==> src/design/cmi_pkg.sv <==
/*
 * Constants, register map and mode decode types for the comparator
 * mode and change-interrupt block.
 * Assumes an 8-bit register port with 3-bit index addresses.
 */
package cmi_pkg;

    // ------------------------------------------------------------
    // Register index map
    // ------------------------------------------------------------
    localparam logic [2:0] CONFIG_ADDR = 3'h0; // comparator_config_reg
    localparam logic [2:0] AUX_ADDR = 3'h1; // comparator_aux_reg
    localparam logic [2:0] FLAG_ADDR = 3'h2; // peripheral_flag_reg
    localparam logic [2:0] ENABLE_ADDR = 3'h3; // peripheral_enable_reg
    localparam logic [2:0] IRQ_CTRL_ADDR = 3'h4; // irq_control_reg
    localparam logic [2:0] PORT_ADDR = 3'h5; // Masked port readback

    // ------------------------------------------------------------
    // Field positions
    // ------------------------------------------------------------
    localparam int CFG_RESULT2_BIT = 7;
    localparam int CFG_RESULT1_BIT = 6;
    localparam int CFG_INV2_BIT = 5;
    localparam int CFG_INV1_BIT = 4;
    localparam int CFG_SWITCH_BIT = 3;
    localparam int FLAG1_BIT = 3; // change_flag / change_irq_enable of comparator 1
    localparam int FLAG2_BIT = 4;
    localparam int GLOBAL_EN_BIT = 7;
    localparam int PERIPH_EN_BIT = 6;

    // ------------------------------------------------------------
    // Reset values and timing
    // ------------------------------------------------------------
    localparam logic [2:0] MODE_RESET = 3'h0;
    localparam logic [1:0] AUX_RESET = 2'h2; // Gate source select set
    localparam logic [1:0] PHASE_LAST = 2'h3; // Four phases per instruction cycle
    localparam logic [1:0] PHASE_FIRST = 2'h0;

    // ------------------------------------------------------------
    // Pin masks: bit 0/1/2 = cmp1 minus/plus/out, 3/4/5 = cmp2
    // ------------------------------------------------------------
    localparam logic [5:0] PINS_ALL_IN = 6'h1B;
    localparam logic [5:0] PINS_C1_IN = 6'h03;
    localparam logic [5:0] PINS_C1_MINUS = 6'h01;
    localparam logic [5:0] PINS_NONE = 6'h00;
    localparam logic [5:0] PINS_OUT = 6'h24;

    // Decoded pin roles of one mode
    typedef struct packed {
        logic [5:0] analog;
        logic [1:0] out_en;
        logic [1:0] switch_ok;
        logic [1:0] enable;
        logic [1:0] cvref;
    } cmi_mode_s;

endpackage : cmi_pkg

==> src/design/cmi_mismatch.sv <==
/*
 * Change detector for one comparator: read latch, phase latch, xor.
 * Assumes load and sample are one-cycle pulses in the system clock.
 */
`timescale 1ns/1ps
module cmi_mismatch (
    input wire logic sys_clk,
    input wire logic reset,
    input wire logic result,
    input wire logic sample,
    input wire logic load,
    output logic mismatch,
    output logic mismatch_rise
);

    // ------------------------------------------------------------
    // State
    // ------------------------------------------------------------
    typedef struct packed {
        logic read_latch;  // Level seen at last config access
        logic phase_latch; // Level seen at last first phase
        logic prev;        // Mismatch one cycle back
    } cmi_mm_s;

    cmi_mm_s st_reg;
    cmi_mm_s st_next;

    assign mismatch = st_reg.read_latch ^ st_reg.phase_latch;
    assign mismatch_rise = mismatch & ~st_reg.prev;

    // Next-state logic
    always_comb
    begin
        st_next = st_reg;
        st_next.prev = mismatch;
        if (sample)
        begin
            st_next.phase_latch = result;
        end
        if (load)
        begin
            st_next.read_latch = sample ? result : st_reg.phase_latch;
        end
    end

    // Register stage
    always_ff @(posedge sys_clk)
    begin
        if (reset)
        begin
            st_reg <= '0;
        end
        else
        begin
            st_reg <= st_next;
        end
    end
endmodule : cmi_mismatch

==> src/design/cmi_comparator_ctrl.sv <==
/*
 * Comparator mode, polarity, input switch and change-interrupt control.
 * Assumes the analog comparators deliver cmp_raw as plus-above-minus
 * levels synchronous to sys_clk, and a plain index register port.
 */
`timescale 1ns/1ps
module cmi_comparator_ctrl #(
    parameter int DUAL = 1 // 1: two comparators, 0: single comparator
) (
    input wire logic sys_clk,
    input wire logic reset,
    input wire logic [2:0] bus_addr,
    input wire logic [7:0] bus_wdata,
    input wire logic bus_wr,
    input wire logic bus_rd,
    output logic [7:0] bus_rdata,
    input wire logic [1:0] cmp_raw,
    input wire logic [5:0] port_in,
    input wire logic [5:0] port_out,
    input wire logic [5:0] pin_direction,
    output logic [5:0] pin_o,
    output logic [5:0] pin_oe,
    output logic [5:0] analog_mask,
    output logic [1:0] cmp_enable,
    output logic [1:0] inverting_input_select,
    output logic [1:0] cvref_select,
    output logic [1:0] compare_result,
    output logic irq_req,
    output logic wake_req
);

    // ------------------------------------------------------------
    // Elaboration check
    // ------------------------------------------------------------
    if (DUAL != 0 && DUAL != 1)
    begin : g_bad_dual
        $error("DUAL must be 0 or 1");
    end

    // ------------------------------------------------------------
    // State
    // ------------------------------------------------------------
    typedef struct packed {
        logic [2:0] mode_select;      // Mode field
        logic in_switch;              // Input switch bit
        logic [1:0] result_invert;    // Per comparator polarity
        logic [1:0] aux;              // Gate source and sync bits, stored only
        logic [1:0] change_flag;      // Sticky change flags
        logic [1:0] change_irq_enable;
        logic peripheral_irq_enable;
        logic global_irq_enable;
        logic [1:0] result;           // Registered compare results
        logic [1:0] phase;            // Clock phase counter
        logic [7:0] rdata;            // Read data, one cycle after strobe
    } cmi_state_s;

    cmi_state_s st_reg;
    cmi_state_s st_next;
    cmi_pkg::cmi_mode_s md;           // Decoded mode
    logic first_clock_phase;          // One-cycle phase pulse
    logic cfg_access;                 // Config read or write
    logic [1:0] mismatch;
    logic [1:0] mismatch_rise;
    logic [1:0] comp_mask;            // Comparators present
    logic [7:0] cfg_view;             // Config register read image

    // ------------------------------------------------------------
    // Mode decode
    // ------------------------------------------------------------
    function automatic cmi_pkg::cmi_mode_s decode_mode(input logic [2:0] m, input logic dual);
        cmi_pkg::cmi_mode_s d;
        d = '0;
        if (dual)
        begin
            d.analog = cmi_pkg::PINS_ALL_IN;
            d.enable = 2'h3;
            case (m)
                3'h0: d.enable = 2'h0;
                // Three inputs, switch on comparator 1
                3'h1: d.switch_ok = 2'h1;
                // Four inputs, switch on both
                3'h2: d.switch_ok = 2'h3;
                3'h3: d.cvref = 2'h3;
                3'h4: d.cvref = 2'h0;
                // One independent comparator
                3'h5:
                begin
                    d.analog = cmi_pkg::PINS_C1_IN;
                    d.enable = 2'h1;
                end
                // Outputs and common reference
                3'h6:
                begin
                    d.out_en = 2'h3;
                    d.cvref = 2'h3;
                end
                default:
                begin
                    d.analog = cmi_pkg::PINS_NONE;
                    d.enable = 2'h0;
                end
            endcase
        end
        else
        begin
            d.analog = cmi_pkg::PINS_C1_IN;
            d.enable = 2'h1;
            case (m)
                3'h0: d.enable = 2'h0;
                3'h1: d.out_en = 2'h1;
                3'h2: d.out_en = 2'h0;
                3'h3:
                begin
                    d.analog = cmi_pkg::PINS_C1_MINUS;
                    d.out_en = 2'h1;
                    d.cvref = 2'h1;
                end
                3'h4:
                begin
                    d.analog = cmi_pkg::PINS_C1_MINUS;
                    d.cvref = 2'h1;
                end
                3'h5:
                begin
                    d.out_en = 2'h1;
                    d.switch_ok = 2'h1;
                    d.cvref = 2'h1;
                end
                3'h6:
                begin
                    d.switch_ok = 2'h1;
                    d.cvref = 2'h1;
                end
                default:
                begin
                    d.analog = cmi_pkg::PINS_NONE;
                    d.enable = 2'h0;
                end
            endcase
        end
        return d;
    endfunction : decode_mode

    // pin roles and power from the mode field
    assign md = decode_mode(st_reg.mode_select, DUAL == 1);
    assign comp_mask = (DUAL == 1) ? 2'h3 : 2'h1;

    // ------------------------------------------------------------
    // Pins and comparator controls
    // ------------------------------------------------------------
    assign analog_mask = md.analog;
    assign cmp_enable = md.enable;
    assign cvref_select = md.cvref;
    // switch only where the mode allows it
    assign inverting_input_select = md.switch_ok & {2{st_reg.in_switch}};
    assign compare_result = st_reg.result;
    assign pin_oe = ~pin_direction;

    // Output pin muxing
    always_comb
    begin
        pin_o = port_out;
        // result overrides the port on output pins
        if (md.out_en[0])
        begin
            pin_o[2] = st_reg.result[0];
        end
        if (md.out_en[1])
        begin
            pin_o[5] = st_reg.result[1];
        end
    end

    // ------------------------------------------------------------
    // Change detection
    // ------------------------------------------------------------
    assign first_clock_phase = (st_reg.phase == cmi_pkg::PHASE_FIRST);
    assign cfg_access = (bus_rd | bus_wr) & (bus_addr == cmi_pkg::CONFIG_ADDR);

    for (genvar i = 0; i < 2; i++)
    begin : g_mm
        cmi_mismatch u_mm (
            .sys_clk(sys_clk),
            .reset(reset),
            .result(st_reg.result[i]),
            .sample(first_clock_phase),
            .load(cfg_access),
            .mismatch(mismatch[i]),
            .mismatch_rise(mismatch_rise[i])
        );
    end

    assign irq_req = (|(st_reg.change_flag & st_reg.change_irq_enable))
        & st_reg.peripheral_irq_enable & st_reg.global_irq_enable;
    assign wake_req = (|(st_reg.change_flag & st_reg.change_irq_enable))
        & st_reg.peripheral_irq_enable;

    // Config register image
    always_comb
    begin
        cfg_view = 8'h00;
        cfg_view[cmi_pkg::CFG_RESULT1_BIT] = st_reg.result[0];
        cfg_view[cmi_pkg::CFG_INV1_BIT] = st_reg.result_invert[0];
        cfg_view[cmi_pkg::CFG_SWITCH_BIT] = st_reg.in_switch;
        cfg_view[2:0] = st_reg.mode_select;
        if (DUAL == 1)
        begin
            cfg_view[cmi_pkg::CFG_RESULT2_BIT] = st_reg.result[1];
            cfg_view[cmi_pkg::CFG_INV2_BIT] = st_reg.result_invert[1];
        end
    end

    // ------------------------------------------------------------
    // Next state
    // ------------------------------------------------------------
    always_comb
    begin
        st_next = st_reg;
        st_next.phase = (st_reg.phase == cmi_pkg::PHASE_LAST) ? cmi_pkg::PHASE_FIRST
            : st_reg.phase + 2'h1;
        // polarity applied; off comparators read low
        st_next.result = (cmp_raw ^ st_reg.result_invert) & md.enable & comp_mask;
        // Register writes
        if (bus_wr)
        begin
            if (bus_addr == cmi_pkg::CONFIG_ADDR)
            begin
                st_next.mode_select = bus_wdata[2:0];
                st_next.in_switch = bus_wdata[cmi_pkg::CFG_SWITCH_BIT];
                st_next.result_invert[0] = bus_wdata[cmi_pkg::CFG_INV1_BIT];
                st_next.result_invert[1] = bus_wdata[cmi_pkg::CFG_INV2_BIT] & (DUAL == 1);
            end
            else if (bus_addr == cmi_pkg::AUX_ADDR)
            begin
                st_next.aux = bus_wdata[1:0];
            end
            else if (bus_addr == cmi_pkg::FLAG_ADDR)
            begin
                // write zero clears, one simulates a change
                st_next.change_flag[0] = bus_wdata[cmi_pkg::FLAG1_BIT];
                st_next.change_flag[1] = bus_wdata[cmi_pkg::FLAG2_BIT] & (DUAL == 1);
            end
            else if (bus_addr == cmi_pkg::ENABLE_ADDR)
            begin
                st_next.change_irq_enable[0] = bus_wdata[cmi_pkg::FLAG1_BIT];
                st_next.change_irq_enable[1] = bus_wdata[cmi_pkg::FLAG2_BIT] & (DUAL == 1);
            end
            else if (bus_addr == cmi_pkg::IRQ_CTRL_ADDR)
            begin
                st_next.global_irq_enable = bus_wdata[cmi_pkg::GLOBAL_EN_BIT];
                st_next.peripheral_irq_enable = bus_wdata[cmi_pkg::PERIPH_EN_BIT];
            end
        end
        // set on rise, held while mismatch lasts; set wins
        st_next.change_flag = st_next.change_flag | ((mismatch_rise | mismatch) & comp_mask);
        // Register reads
        if (bus_rd)
        begin
            if (bus_addr == cmi_pkg::CONFIG_ADDR)
            begin
                st_next.rdata = cfg_view;
            end
            else if (bus_addr == cmi_pkg::AUX_ADDR)
            begin
                st_next.rdata = {6'h00, st_reg.aux};
            end
            else if (bus_addr == cmi_pkg::FLAG_ADDR)
            begin
                st_next.rdata = {3'h0, st_reg.change_flag, 3'h0};
            end
            else if (bus_addr == cmi_pkg::ENABLE_ADDR)
            begin
                st_next.rdata = {3'h0, st_reg.change_irq_enable, 3'h0};
            end
            else if (bus_addr == cmi_pkg::IRQ_CTRL_ADDR)
            begin
                st_next.rdata = {st_reg.global_irq_enable, st_reg.peripheral_irq_enable, 6'h00};
            end
            else if (bus_addr == cmi_pkg::PORT_ADDR)
            begin
                st_next.rdata = {2'h0, port_in & ~md.analog};
            end
            else
            begin
                // Unmapped index
                st_next.rdata = 8'h00;
            end
        end
    end

    // Register stage
    always_ff @(posedge sys_clk)
    begin
        // back to mode 000, comparator inputs analog, off
        if (reset)
        begin
            st_reg <= '0;
            st_reg.mode_select <= cmi_pkg::MODE_RESET;
            st_reg.aux <= cmi_pkg::AUX_RESET;
        end
        else
        begin
            st_reg <= st_next;
        end
    end

    assign bus_rdata = st_reg.rdata;
endmodule : cmi_comparator_ctrl

==> config.mk <==
export PLATFORM = sky130hd
export DESIGN_NAME = cmi_comparator_ctrl
export DESIGN_NICKNAME = d
export VERILOG_FILES = /design/src/design/cmi_pkg.sv /design/src/design/cmi_mismatch.sv /design/src/design/cmi_comparator_ctrl.sv
export SDC_FILE = /design/constraint.sdc
export NUM_CORES = 1
export LEC_CHECK = 0
export ABC_AREA = 1
export BUFFER_PORTS_ARGS = -buffer_cell sky130_fd_sc_hd__buf_2
export CORE_MARGIN = 2
export CORE_UTILIZATION = 50
export DETAILED_ROUTE_END_ITERATION = 6
export GPL_ROUTABILITY_DRIVEN = 0
export HOLD_SLACK_MARGIN = 0.03
export PLACE_DENSITY_LB_ADDON = 0.15
export SLEW_MARGIN = 30
export SYNTH_ARGS = -nofsm -noshare
export SYNTH_HDL_FRONTEND = slang
export SYNTH_HIERARCHICAL = 1
export SYNTH_SLANG_ARGS = --single-unit
export TNS_END_PERCENT = 1
==> constraint.sdc <==
create_clock -name sys_clk -period 2.37 [get_ports sys_clk]
set_input_delay 0.1185 -clock sys_clk [delete_from_list [all_inputs] [get_ports sys_clk]]
set_output_delay 0.1185 -clock sys_clk [all_outputs]
set_load 0.01 [all_outputs]
# After elaboration in Yosys (flattened, before gate mapping)
# Index checks and enable logic that the tools add are counted.
# Widths: inputs -> output; s select.
# totals
register_bits	32
inputBits	35
elab_cells	88
# classes
add_sub_neg	1
eq_ne	12
muxes	23
bitwise	23
reduce_logical	12
# op_table
op	n
$mux 8	5
$mux 6	4
$eq 3x3->1 const B	5
$eq 3x2->1 const B	4
$mux 2	6
$not 6->6	2
$pmux 5 s2	1
$pmux 2 s2	2
$and 2x2->2	3
$and 6x6->6	1
$eq 3x1->1 const B	2
$logic_not 3->1	2
$not 1->1	6
$reduce_and 6->1	1
$reduce_or 2->1	3
$reduce_or 6->1	1
$and 1x1->1	5
$reduce_and 5->1	1
$reduce_or 5->1	1
$mux 1	4
$mux 4	1
$or 2x2->2	2
$reduce_and 3->1	1
$add 2x1->2 const B	1
other kinds (6)	7

# Depth between registers and ports, before layout
# depth
ltp_word	11
ltp_mapped	9
depth_no_buf	9

# Hierarchy
# The synthesis kept the hierarchy.
# by_module_without_submodules
module	n_inst	cells_each	area_each_um2	seq_area_each_um2
cmi_comparator_ctrl	1	224	1546.5	520.5
cmi_mismatch	2	16	116.4	60.1

# Worst setup path after synthesis
# Ideal clock, no wire load.
# synth_timing
path_kind	register -> output
startpoint	register st_reg (netlist bit cfg_view[0])
endpoint	output port pin_o[2]
arrival_time_ps	999
required_time_ps	2251
slack_ps	1252
path_stages_with_launch	6
n_path_buf	0
path_cell_list	dfxtp_1 inv_2 nand2_2 inv_2 nand2_1 mux2_2
# synth_between
elab_chain_len	3
# synth_rtl
item	line	text
start, declared	cmi_comparator_ctrl.sv:57	cmi_state_s st_reg;
start signal, assigned	cmi_comparator_ctrl.sv:303	st_reg <= st_next;
$eq 3x3->1	cmi_comparator_ctrl.sv:77	case (m)
$mux 2	cmi_comparator_ctrl.sv:77	
$mux 1	cmi_comparator_ctrl.sv:164	if (md.out_en[0])
end, declared	cmi_comparator_ctrl.sv:21	output logic [5:0] pin_o,
# No other way between the ends.

# Worst setup path after layout
# Same ends and word-level chain as after synthesis.

==> out/metrics.cfg <==
[flow_run]
maxCapViolCount=0

[synthesis]
synth.distinct_cells=31
ys_seq_area_share_pct=36.0
synth_ff_type=dfxtp_1
synth_common_cells=nand2_1 (50), inv_1 (35), dfxtp_1 (32)
synth_top_area_share_pct=36.0
async_flop_share_pct=0
yosysMostFrequentCell=nand2_1
syn_area_mm2=0.00178
yosysWarnings=6
netlist_top_cells_area=dfxtp_1 (36%), nand2_1 (11%), buf_4 (8.0%)
synth-edff-count=0
synth_seq_cells=32
synth_cells=256
syn_area_per_cell_um2=6.95
synth_largest_area_cell=dfxtp_1

[layout]
finalNetCount=341
drive_above_1_share_pct=30.2
layout.cells.non_filler=351
syn2layout_area_growth_pct=17.2
largest_reg_flops=10
antenna_cells=0

[timing]
slew_violations=0
tns_ps=0
setup_viol=0
hold_violations=0
rsz0062_at_grt=false
hold_slack_ps=38.3
period_minus_slack_ps=1640
fmax_mhz=610
clock-skew-final_ps=10.4
post-route-period-util_pct=69.2

[die]
num_io_pins=71
core_area_mm2=0.00339
initial_core_util_pct=52.5
die_w_um=63.7
dieArea_mm2=0.00405
num_rows=21
dieHeight_um=63.7

[worst_setup_path]
cp.required_ps=2250
crit_chain=inv_2, nand2_2, inv_2, nand2_1, mux2_2, buf_2
critical_path_class=reg -> out
crit_path_end=pin_o[2]
r2r_slack_ps=1180
crit_arrival_ps=1520
timing.rr.end=compare_result[0]
crit_start=cfg_view[0]
worst_path_most_repeated_cell=inv_2
crit_path_start_kind=register
slowest_stage=dfxtp_1
end_kind=primary output
rr_worst_depth=7
critical_path.max_stage_delay_ps=400
r2r-start=cfg_view[0]
critPathMaxFanout=5

[cts]
htree_levels=2
cts_resized=0
path_clk_slew_ps=100
cts.path.max_buffers=2
cts_root_buf=clkbuf_4
cts_sinks=32
tritoncts=done
clk_latency_ps=350
cts_buffers=5

[min_path]
min_path_type=in -> reg

[route]
drt_wl_total_um=3790
drtPass1Iterations=4
wl_per_cell_um=10.8
vias=1664
first_iter_violations=79
remaining_drc_errors=0
via_per_inst=4.74
ant_nets=0

[global_routing]
grt_start_max_net_pins=21
first_global_vias=1396
gr-usage-all-layers_pct=19.3
antenna_found_initial=0
overflow=0
grt_pass1_wl_um=5980

[pwr]
ir_drop_v=0.000360
power_mw=1.16
leakage_nw=1.06
powerDensity_mw_per_mm2=555

[placed_design]
dp_cells=340
dp_hpwl_um=2930
io_buffers=60

[outcome]
status=completed

## cells by family after synthesis
family	share of synthesized area, %
XOR/XNOR	1.48
AO/OA/AOI/OAI	12.8
flip-flops	36.0
buffers and inverters	18.4
AND/OR/NAND/NOR	28.5
multiplexers	1.27
other	0.211
adder cells (fa/ha/maj)	1.41
## cells in the final DEF (no fill, tap or decap)
master	count
a211oi_1	1
a21oi_1	15
a21oi_2	3
a22o_1	1
a31oi_1	4
buf_2	60
bufinv_16	1
clkbuf_1	1
clkbuf_4	5
clkinv_1	1
clkinv_2	1
conb_1	2
dfxtp_1	32
dlygate4sd3_1	3
ha_1	2
inv_1	35
inv_2	8
mux2_2	2
nand2_1	50
nand2_2	3
nand2_4	2
nand3_1	15
nand4_1	3
nor2_1	26
nor2_2	1
nor2_4	2
nor3_1	2
nor3_2	4
nor3b_1	1
o21ai_0	10
o21ai_1	4
o21bai_1	2
xnor2_1	2
xor2_1	1
## metal layers
layer / global-route usage, % / vias up / share of wire [%]
met5: 0 / - / 0
met4: 8.42 / 0 / 1.3
met3: 5.00 / 7 / 5.8
met2: 32.8 / 37 / 48
met1: 22.7 / 741 / 45
li1: - / 879 / -
## worst min path at each step
| stage | start | end | slack, ps | depth (start not counted) |
|---|---|---|---|---|
| after floorplan | reset | g_mm[0].u_mm/st_reg[1] | 190 | 1 |
| after global placement | port_out[3] | pin_o[3] | 240 | 0 |
| after detailed placement | port_out[3] | pin_o[3] | 240 | 0 |
| after CTS | bus_wdata[2] | cfg_view[2] | 30 | 3 |
| after global routing | cmp_raw[0] | compare_result[0] | 50 | 4 |
| final | bus_wdata[2] | cfg_view[2] | 40 | 3 |
## repair_timing
| item | in CTS | in global routing |
|---|---|---|
| hold buffers | 3 | 0 |
| setup buffers | 0 | 0 |
| endpoints found under the hold margin | 3 | 0 |
## report_power, final
| group | switching, mW | total (mW) | internal (mW) | leakage [nW] |
|---|---|---|---|---|
| registers | 0.0169 | 0.577 | 0.560 | 0.260 |
| clock network | 0.189 | 0.410 | 0.221 | 0.0422 |
| logic | 0.0996 | 0.171 | 0.0713 | 0.761 |
| total | 0.305 | 1.16 | 0.852 | 1.06 |
## through the flow
stage	setup slack, ps	cell area, um^2	utilization [%]
after floorplan	1250	1780	-
after global placement	1120	1980	58.4
after detailed placement	1100	1980	58.4
after CTS	721	2090	61.5
after global routing	623	2090	61.5
final	730	2090	61.5
## critical path: cells and delay by family, from the launching register on
family	cells	cell delay (ps)
AND/OR/NAND/NOR	2	190
buffers and inverters	3	260
flip-flops	1	400
multiplexers	1	340
## final cells by class
cell class	count	area, um^2
Sequential cell	32	641
Inverter	44	165
Timing Repair Buffer	63	330
Clock inverter	2	35.0
Clock buffer	6	41.3
Fill cell	322	1300
Tap cell	46	57.6
Multi-Input combinational cell	158	816
Power figures use the tool's default switching activity.
